`src/shared/cefc_consts.vh`:
```
`ifndef CEFC_CONSTS_VH
`define CEFC_CONSTS_VH

// ---------------------------------------------------------------
// Register indices and byte addresses
// ---------------------------------------------------------------
`define CEFC_FLAGS_IDX        8'h7F
`define CEFC_MASKS_IDX        8'h80
`define CEFC_POL_IDX          8'h81
`define CEFC_DB_IDX           8'h82
`define CEFC_ADDR_W           12
`define CEFC_IDX_TO_ADDR(i)   ({2'b00, (i), 2'b00})

// ---------------------------------------------------------------
// Field positions
// ---------------------------------------------------------------
`define CEFC_NSRC             10
`define CEFC_BIT_MIC_DET      0
`define CEFC_BIT_MIC_SHRT     1
`define CEFC_BIT_FREQ_LOCK    2
`define CEFC_BIT_IN_SEVEN     3
`define CEFC_BIT_IN_EIGHT     4
`define CEFC_BIT_PIN_ONE      5
`define CEFC_BIT_PIN_TWO      6
`define CEFC_BIT_PIN_THREE    7
`define CEFC_BIT_SEQ          8
`define CEFC_BIT_BITCLK       9
`define CEFC_BIT_SUMMARY      10

// ---------------------------------------------------------------
// Reset values
// ---------------------------------------------------------------
`define CEFC_FLAGS_RST        10'h000
`define CEFC_MASKS_RST        10'h3FF
`define CEFC_POL_RST          10'h000
`define CEFC_DB_RST           10'h000

// ---------------------------------------------------------------
// Timing
// ---------------------------------------------------------------
`define CEFC_CLK_MHZ          100
`define CEFC_DB_TIME_NS       1000
`define CEFC_DB_CYCLES        ((`CEFC_DB_TIME_NS * `CEFC_CLK_MHZ) / 1000)
`define CEFC_DB_CNT_W         8
`define CEFC_DB_LAST          8'h63

`endif

```
`src/design/cefc_debounce.v`:
```
`include "cefc_consts.vh"

module cefc_debounce (
	input  wire CLK,
	input  wire RST_N,
	input  wire LVL_IN,
	input  wire DB_EN,
	output wire LVL_OUT
);

	// -----------------------------------------------------------
	// Stability counter
	// -----------------------------------------------------------
	// Last count of the debounce time, one less than its cycles
	localparam [`CEFC_DB_CNT_W-1:0] DB_LAST = `CEFC_DB_LAST;

	reg                      held_r;
	reg [`CEFC_DB_CNT_W-1:0] cnt_r;
	reg                      held_nxt;
	reg [`CEFC_DB_CNT_W-1:0] cnt_nxt;

	// A change must stand for the whole debounce time before it
	// passes; any spike shorter than that restarts the count.
	always @* begin
		held_nxt = held_r;
		cnt_nxt  = {`CEFC_DB_CNT_W{1'b0}};
		if (!DB_EN) begin
			held_nxt = LVL_IN;
		end else if (LVL_IN != held_r) begin
			if (cnt_r == DB_LAST) begin
				held_nxt = LVL_IN;
			end else begin
				cnt_nxt = cnt_r + 1'b1;
			end
		end
	end

	always @(posedge CLK or negedge RST_N) begin
		if (!RST_N) begin
			held_r <= 1'b0;
			cnt_r  <= {`CEFC_DB_CNT_W{1'b0}};
		end else begin
			held_r <= held_nxt;
			cnt_r  <= cnt_nxt;
		end
	end

	assign LVL_OUT = held_r;

endmodule // cefc_debounce

```
`src/design/cefc_top.v`:
```
// Decided for this implementation: register access over AHB-Lite.
`include "cefc_consts.vh"

module cefc_top (
	input  wire        CLK,
	input  wire        RST_N,
	input  wire        BITCLK_PIN,
	input  wire        SEQ_BUSY,
	input  wire        PIN_THREE,
	input  wire        PIN_TWO,
	input  wire        PIN_ONE,
	input  wire        INPUT_EIGHT,
	input  wire        INPUT_SEVEN,
	input  wire        FREQ_LOCK,
	input  wire        MIC_SHORT,
	input  wire        MIC_DETECT,
	input  wire        HSEL,
	input  wire [31:0] HADDR,
	input  wire [1:0]  HTRANS,
	input  wire        HWRITE,
	input  wire [2:0]  HSIZE,
	input  wire [31:0] HWDATA,
	input  wire        HREADY,
	output wire        HREADYOUT,
	output wire        HRESP,
	output wire [31:0] HRDATA,
	output wire        IRQ
);

	localparam N = `CEFC_NSRC;
	localparam [`CEFC_ADDR_W-1:0] A_FLAGS =
		`CEFC_IDX_TO_ADDR(`CEFC_FLAGS_IDX);
	localparam [`CEFC_ADDR_W-1:0] A_MASKS =
		`CEFC_IDX_TO_ADDR(`CEFC_MASKS_IDX);
	localparam [`CEFC_ADDR_W-1:0] A_POL =
		`CEFC_IDX_TO_ADDR(`CEFC_POL_IDX);
	localparam [`CEFC_ADDR_W-1:0] A_DB =
		`CEFC_IDX_TO_ADDR(`CEFC_DB_IDX);

	// -----------------------------------------------------------
	// Address decode
	// -----------------------------------------------------------
	function hit;
		input [31:0]             addr;
		input [`CEFC_ADDR_W-1:0] target;
		begin
			hit = (addr[31:`CEFC_ADDR_W] == 20'h0_0000) &&
				(addr[`CEFC_ADDR_W-1:0] == target);
		end
	endfunction

	// -----------------------------------------------------------
	// Source gathering in flag bit order
	// -----------------------------------------------------------
	wire [N-1:0] src_raw;

	assign src_raw[`CEFC_BIT_BITCLK]    = BITCLK_PIN;
	assign src_raw[`CEFC_BIT_SEQ]       = SEQ_BUSY;
	assign src_raw[`CEFC_BIT_PIN_THREE] = PIN_THREE;
	assign src_raw[`CEFC_BIT_PIN_TWO]   = PIN_TWO;
	assign src_raw[`CEFC_BIT_PIN_ONE]   = PIN_ONE;
	assign src_raw[`CEFC_BIT_IN_EIGHT]  = INPUT_EIGHT;
	assign src_raw[`CEFC_BIT_IN_SEVEN]  = INPUT_SEVEN;
	assign src_raw[`CEFC_BIT_FREQ_LOCK] = FREQ_LOCK;
	assign src_raw[`CEFC_BIT_MIC_SHRT]  = MIC_SHORT;
	assign src_raw[`CEFC_BIT_MIC_DET]   = MIC_DETECT;

	// -----------------------------------------------------------
	// Registers
	// -----------------------------------------------------------
	reg  [N-1:0] sync1_r;
	reg  [N-1:0] sync2_r;
	reg  [N-1:0] prev_r;
	reg  [N-1:0] flags_r;
	reg  [N-1:0] masks_r;
	reg  [N-1:0] pol_r;
	reg  [N-1:0] db_r;
	reg          dp_valid_r;
	reg          dp_write_r;
	reg  [31:0]  dp_addr_r;
	reg  [N-1:0] flags_nxt;
	reg  [N-1:0] clr_mask;
	reg  [31:0]  rdata;
	wire [N-1:0] src_pol;
	wire [N-1:0] src_db;
	wire [N-1:0] evt_rise;
	wire         addr_phase;
	wire         wr_flags;
	wire         wr_masks;
	wire         wr_pol;
	wire         wr_db;
	wire         summary;

	// -----------------------------------------------------------
	// Input synchroniser
	// -----------------------------------------------------------
	// Sources come from pins and analogue detectors, so two flops
	// guard against metastability before any logic sees them.
	always @(posedge CLK or negedge RST_N) begin
		if (!RST_N) begin
			sync1_r <= {N{1'b0}};
			sync2_r <= {N{1'b0}};
		end else begin
			sync1_r <= src_raw;
			sync2_r <= sync1_r;
		end
	end

	// -----------------------------------------------------------
	// Polarity and debounce
	// -----------------------------------------------------------
	assign src_pol = sync2_r ^ pol_r;

	genvar g;
	generate
		for (g = 0; g < N; g = g + 1) begin : g_db
			cefc_debounce u_db (
				.CLK     (CLK),
				.RST_N   (RST_N),
				.LVL_IN  (src_pol[g]),
				.DB_EN   (db_r[g]),
				.LVL_OUT (src_db[g])
			);
		end
	endgenerate

	// -----------------------------------------------------------
	// Event detection
	// -----------------------------------------------------------
	// An event is the active edge of the conditioned level; a
	// level that simply stays active does not re-set a flag that
	// software has cleared.
	always @(posedge CLK or negedge RST_N) begin
		if (!RST_N) begin
			prev_r <= {N{1'b0}};
		end else begin
			prev_r <= src_db;
		end
	end

	assign evt_rise = src_db & ~prev_r;

	// -----------------------------------------------------------
	// Bus slave
	// -----------------------------------------------------------
	assign addr_phase = HSEL & HREADY & HTRANS[1];

	always @(posedge CLK or negedge RST_N) begin
		if (!RST_N) begin
			dp_valid_r <= 1'b0;
			dp_write_r <= 1'b0;
			dp_addr_r  <= 32'h0000_0000;
		end else if (HREADY) begin
			dp_valid_r <= addr_phase;
			dp_write_r <= HWRITE;
			dp_addr_r  <= HADDR;
		end
	end

	assign wr_flags = dp_valid_r & dp_write_r & hit(dp_addr_r, A_FLAGS);
	assign wr_masks = dp_valid_r & dp_write_r & hit(dp_addr_r, A_MASKS);
	assign wr_pol   = dp_valid_r & dp_write_r & hit(dp_addr_r, A_POL);
	assign wr_db    = dp_valid_r & dp_write_r & hit(dp_addr_r, A_DB);

	// Every access finishes in its first data-phase cycle.
	assign HREADYOUT = 1'b1;
	assign HRESP     = 1'b0;

	// -----------------------------------------------------------
	// Flag register
	// -----------------------------------------------------------
	always @* begin
		clr_mask = {N{1'b0}};
		if (wr_flags) begin
			clr_mask = HWDATA[N-1:0];
		end
		// Clear first, then set, so a same-cycle event survives.
		flags_nxt = (flags_r & ~clr_mask) | evt_rise;
	end

	always @(posedge CLK or negedge RST_N) begin
		if (!RST_N) begin
			flags_r <= `CEFC_FLAGS_RST;
		end else begin
			flags_r <= flags_nxt;
		end
	end

	// -----------------------------------------------------------
	// Control registers
	// -----------------------------------------------------------
	always @(posedge CLK or negedge RST_N) begin
		if (!RST_N) begin
			masks_r <= `CEFC_MASKS_RST;
			pol_r   <= `CEFC_POL_RST;
			db_r    <= `CEFC_DB_RST;
		end else begin
			if (wr_masks) begin
				masks_r <= HWDATA[N-1:0];
			end
			if (wr_pol) begin
				pol_r <= HWDATA[N-1:0];
			end
			if (wr_db) begin
				db_r <= HWDATA[N-1:0];
			end
		end
	end

	// -----------------------------------------------------------
	// Summary and interrupt output
	// -----------------------------------------------------------
	// Bit 10 has no storage, so writes to it land nowhere.
	assign summary = |flags_r;

	assign IRQ = |(flags_r & ~masks_r);

	// -----------------------------------------------------------
	// Read data
	// -----------------------------------------------------------
	// The sequencer flag is returned as stored; software must not
	// trust it while the sequencer is busy.
	always @* begin
		rdata = 32'h0000_0000;
		if (dp_valid_r && !dp_write_r) begin
			if (hit(dp_addr_r, A_FLAGS)) begin
				rdata[N-1:0] = flags_r;
				rdata[`CEFC_BIT_SUMMARY] = summary;
			end else if (hit(dp_addr_r, A_MASKS)) begin
				rdata[N-1:0] = masks_r;
			end else if (hit(dp_addr_r, A_POL)) begin
				rdata[N-1:0] = pol_r;
			end else if (hit(dp_addr_r, A_DB)) begin
				rdata[N-1:0] = db_r;
			end
		end
	end

	assign HRDATA = rdata;

endmodule // cefc_top

```
`config.mk`:
```
export PLATFORM = sky130hd
export DESIGN_NAME = cefc_top
export DESIGN_NICKNAME = d
export VERILOG_FILES = /design/src/design/cefc_debounce.v /design/src/design/cefc_top.v
export VERILOG_INCLUDE_DIRS = /design/src /design/src/shared
export SDC_FILE = /design/constraint.sdc
export NUM_CORES = 1
export LEC_CHECK = 0
export ABC_AREA = 1
export BUFFER_PORTS_ARGS = -buffer_cell sky130_fd_sc_hd__buf_2
export CAP_MARGIN = 20
export CORE_AREA = 8 8 160 162
export DETAILED_ROUTE_END_ITERATION = 8
export DIE_AREA = 0 0 168 170
export GPL_ROUTABILITY_DRIVEN = 0
export SYNTH_ARGS = -nofsm -noshare
export SYNTH_HDL_FRONTEND = slang
export SYNTH_SLANG_ARGS = --single-unit
```
`constraint.sdc`:
```
create_clock -name CLK -period 3.7 [get_ports CLK]
set_input_delay 0.185 -clock CLK [delete_from_list [all_inputs] [get_ports CLK]]
set_output_delay 0.185 -clock CLK [all_outputs]
set_load 0.1 [all_outputs]
```
* After elaboration in Yosys (flattened, before gate mapping)
Index checks and enable logic that the tools add are counted.
Cells by class: magnitude comparators 0, bitwise operators 15, reductions and logical operators 19, multipliers 0, div/mod/pow operators 0, mux-type cells 67, equal/unequal tests 44, add/subtract/negate cells 10, shift operators 0
Operators by type and width (count):
- 2-to-1 mux 8 bit | 30
- adder 8 x 1 -> 8 bit, second input constant | 10
- == test 8 x 7 -> 1 bit, second input constant | 10
- 2-to-1 mux 10 bit | 5
- != test 2 x 1 -> 1 bit, second input constant | 20
- == test 12 x 10 -> 1 bit, second input constant | 3
- 2-to-1 mux 1 bit | 31
- bitwise AND 10 bit | 3
- NOT 10 bit | 3
- zero test 20 bit | 1
- AND reduction 2 bit | 10
- OR reduction 10 bit | 2
- == test 12 x 9 -> 1 bit, second input constant | 1
- 2-to-1 mux 11 bit | 1
- != test 1 bit | 10
- bitwise OR 10 bit | 1
- bitwise XOR 10 bit | 1
- bitwise AND 1 bit | 7
- logical AND 1 bit | 5
- zero test 1 bit | 1
Word-level totals: register bits 194, logic and storage cells 185, latch bits 0, memory bits (read-only) 0, RAM bits 0, output and inout bits 35, memories 0

* Longest topological paths before layout
depth in word-level cells 7, mapped depth 10

* Hierarchy
A second synthesis with hierarchy kept.
Second synthesis, totals: cells, all modules 1107, area, all modules 9791.9 um2
Modules (own cells, without submodules):
- cefc_top | cells an instance 516, area each 4677.0 um2, instances 1, sequential area each 2615.0 um2
- cefc_debounce (g_db[0].u_db ...) | cells an instance 59, area each 515.5 um2, instances 9, sequential area each 225.2 um2
- cefc_debounce (g_db[4].u_db) | cells an instance 60, area each 475.5 um2, instances 1, sequential area each 225.2 um2

* Least setup slack after synthesis
No wires, ideal clock.
path kind register to output, from reg dp_addr_r[27], to out HRDATA[1], path slack 1.036 ns, path buffers 1, stages on the path, launching flop included 11, arrival 2.479 ns, cells stage by stage dfrtp_1 -> nor2_1 -> nand2_1 -> nor2_1 -> nand2_2 -> nor2_8 -> buf_2 -> nand3_1 -> nand2_1 -> nor2_1 -> nor2_1
Between the ends: word-level cells in the longest chain between the ends 7
RTL lines:
- start: declaration | line cefc_top.v:80 | reg [31:0] dp_addr_r;
- start signal: assignment | line cefc_top.v:152 | dp_addr_r <= 32'h0000_0000;
- start signal: assignment | line cefc_top.v:156 | dp_addr_r <= HADDR;
- zero test 20 bit * | line cefc_top.v:47 | hit = (addr[31:`CEFC_ADDR_W] == 20'h0_0000) &&
- logical AND 1 bit | line cefc_top.v:47
- 2-to-1 mux 10 bit | line cefc_top.v:233 | end else if (hit(dp_addr_r, A_DB)) begin
- 2-to-1 mux 10 bit | line cefc_top.v:231 | end else if (hit(dp_addr_r, A_POL)) begin
- 2-to-1 mux 10 bit | line cefc_top.v:229 | end else if (hit(dp_addr_r, A_MASKS)) begin
- 2-to-1 mux 10 bit * | line cefc_top.v:226 | if (hit(dp_addr_r, A_FLAGS)) begin
- 2-to-1 mux 11 bit * | line cefc_top.v:225 | if (dp_valid_r && !dp_write_r) begin
- end: declaration | line cefc_top.v:26 | output wire [31:0] HRDATA,
Every way passes the cells marked *; elsewhere a longest branch is shown, timed or not.

* Worst setup path after layout
from reg dp_addr_r[13], to out HRDATA[2]
The elaborated chain is that of the path after synthesis.

==> run summary <==
Post-synth EDFFs: 0
top_reg_cell synth: dfrtp_1
vias in the first global route: 6,587
RSZ-0062 raised after global routing: no
fin. max-slew vios: 0
Worst-path clk slew: 0.07 ns
largest net degree at the start of global routing: 107
Power Dens Cells: 438 nW/um^2
Hold Slack: 0.0118 ns
Pre-antenna DRT Iters: 5
Worst VDD drop: 312 uV
final core occ: 0.458
share of cells above drive strength 1: 0.144
Clock Tree Root: clkbuf_16
FF+latch count, synth: 194
routed vias: 6,640
synthesized area: 8870 sq um
Post-synth ARST share: 1.00
number of setup buffers added after CTS: 0
worst slew pin tran: 0.882 ns
DRC viols: 0
Seq/Total Area, Yosys: 0.548
Max-slew headroom: 0.410
Die ar.: 28,600 sq um
initial antenna violation count: 0
YS warnings: 0
DIE HEIGHT: 170 microns
syn avg cell area: 8.81 sq um
switching power total: 1.13 mW
P_leak: 4.93 nW
status: completed
post-layout power: 4.62 mW
crit path time final: 2.98 ns
DR iter-0 viols: 242
Max Cap Viol: 0
Fmax: 0.335 GHz
setup_tns: 0 ns
drt wl/cell: 12.9 microns
core area: 23,100 sq um
fin crit share: 0.806
Post-Syn Instances: 1,007
CP Data Arrival Time: 2.80 ns
Worst Setup End Kind: primary output
Clock Tree Buf Depth: 2
CTS tree: built
Hold-fix buffers, CTS: 49
post-synth cell types: 36
n_diodes: 0
GR Overflow Total: 0
internal power: 3.50 mW
Total Routing Usage GR: 0.134
Clk Latency, worst-skew pair: 0.43 ns
via density per instance: 4.65
Critical Path Fanout Max: 34
IO Port Bufs: 69
cell count after placement: 1,347
number of non-filler instances in the completed layout: 1,428
Routed Antenna Nets: 0
final hold vios: 0
DP HPWL: 12.6 mm
row cnt: 56
first-pass GRT wire length: 31.2 mm
io pins: 119
Logic pwr share: 0.081
CP required: 3.51 ns
final net count: 1,219
sequential fraction of design power: 0.484
CTS resizes: 0
worst hold path class: in2reg
Clk pwr share: 0.435
sw frac: 0.243
CP Launch Type: register
clk_skew: 0.0116 ns
synthesis-to-layout area growth: 19.1%
CTS buffer count: 17
H-tree levels: 4
Setup violations, final: 0
CTS sink cnt: 194
Routed WL: 18.4 mm
Die X: 168 microns
crit path kind: reg2out
initial core utilization: 0.385
[path summary, 6_finish.rpt]
path,start,to,slack (ns),depth (start not counted)
min in group asynchronous,RST_N,g_db[0].u_db.cnt_r[5],0.38,2
worst min register to register,sync1_r[4],sync2_r[4],0.35,0
worst max register to register,dp_addr_r[13],db_r[4],1.28,6
max in group asynchronous,RST_N,sync2_r[9],2.41,3
worst max-delay path,dp_addr_r[13],HRDATA[2],0.72,8
worst min-delay path,HADDR[5],dp_addr_r[5],0.01,2
[placed cells by master (no fill, tap or decap), types with 2 or more instances in the layout]
cell / count
nor3_1: 22
a21oi_1: 19
clkbuf_8: 3
o21ai_0: 79
nor2_2: 5
dlygate4sd3_1: 49
inv_6: 6
dfstp_2: 10
nor4_1: 2
inv_1: 117
nor2_4: 3
nor3b_1: 4
clkbuf_16: 17
ha_1: 10
dfrtp_1: 184
bufinv_16: 4
nand4_1: 7
o21ai_1: 13
conb_1: 23
nand2_4: 2
nor2_1: 148
mux2_2: 26
buf_2: 68
nand3_1: 72
nand2_2: 2
xor2_1: 26
nand2_1: 192
or2_2: 10
[routing by layer]
metal	track usage	routed length, microns	vias up
met3	0.0276	682	15
met1	0.168	8410	3134
li1	-	-	3401
met2	0.226	9050	90
met5	0	0	-
met4	0.0493	276	0
[Yosys cell counts (11+ instances only)]
cell     count  area [sq um]
a21oi_1     19          95.1
buf_2       11          55.1
buf_4       26           195
dfrtp_1    184          4600
inv_1      117           439
mux2_2      26           293
nand2_1    192           721
nand3_1     72           360
nor2_1     148           556
nor3_1      22           110
o21ai_0     79           395
o21ai_1     13          65.1
xor2_1      26           228
[power groups by stage]
stage | registers (mW) | logic (mW) | clock network [mW]
floorplan | 2.27 | 0.250 | 0
global placement | 2.28 | 0.335 | 0
detailed placement | 2.28 | 0.338 | 0
CTS | 2.24 | 0.380 | 2.06
global route | 2.25 | 0.420 | 2.13
finish | 2.24 | 0.374 | 2.01
[area by class of cell]
cell class                 count  area [sq um]
clock buffer                  19           453
clock inverter                13           194
fill                        2178         12500
inverter                     117           439
multi-input combinational    675          3380
sequential                   194          4870
tap                          290           363
timing repair buffer         120           872
[sequential cells by signal, indices dropped and copies added (netlist names), 10 cells and up]
signal             cells
masks_r               10
sync1_r               10
flags_r               10
pol_r                 10
prev_r                10
g_db.u_db.cnt_r       80
sync2_r               10
g_db.u_db.LVL_OUT     10
dp_addr_r             32
db_r                  10
[metrics by stage]
stage                     setup slack (ns)  area (sq um)
after floorplan                       1.04          8950
after CTS                            0.697         10600
after detailed placement              1.17          9430
after global routing                 0.529         10600
final                                0.719         10600
after global placement                1.19          9430
[cell families (layout without fill, tap and decap cells)]
family          count (synthesis)  after routing  synth area share
simple gates                  474            474             0.231
compound gates                115            115            0.0660
xor+xnor                       27             27            0.0266
other cells                     2             23          0.000846
mux                            26             26            0.0330
flops                         194            194             0.548
buf+inv                       159            269            0.0798
fa+ha+maj                      10             10            0.0141
[worst max-delay path: stages, from the launching register on]
cell and delay (ns):
dfrtp_1 0.37, nor2_1 0.18, nand4_2 0.20, nor2_8 0.47
nand2_4 0.27, nand2_1 0.14, nor2_1 0.05, nor2_1 0.20
buf_2 0.48
Note: power is estimated with default switching activity, not from simulation.
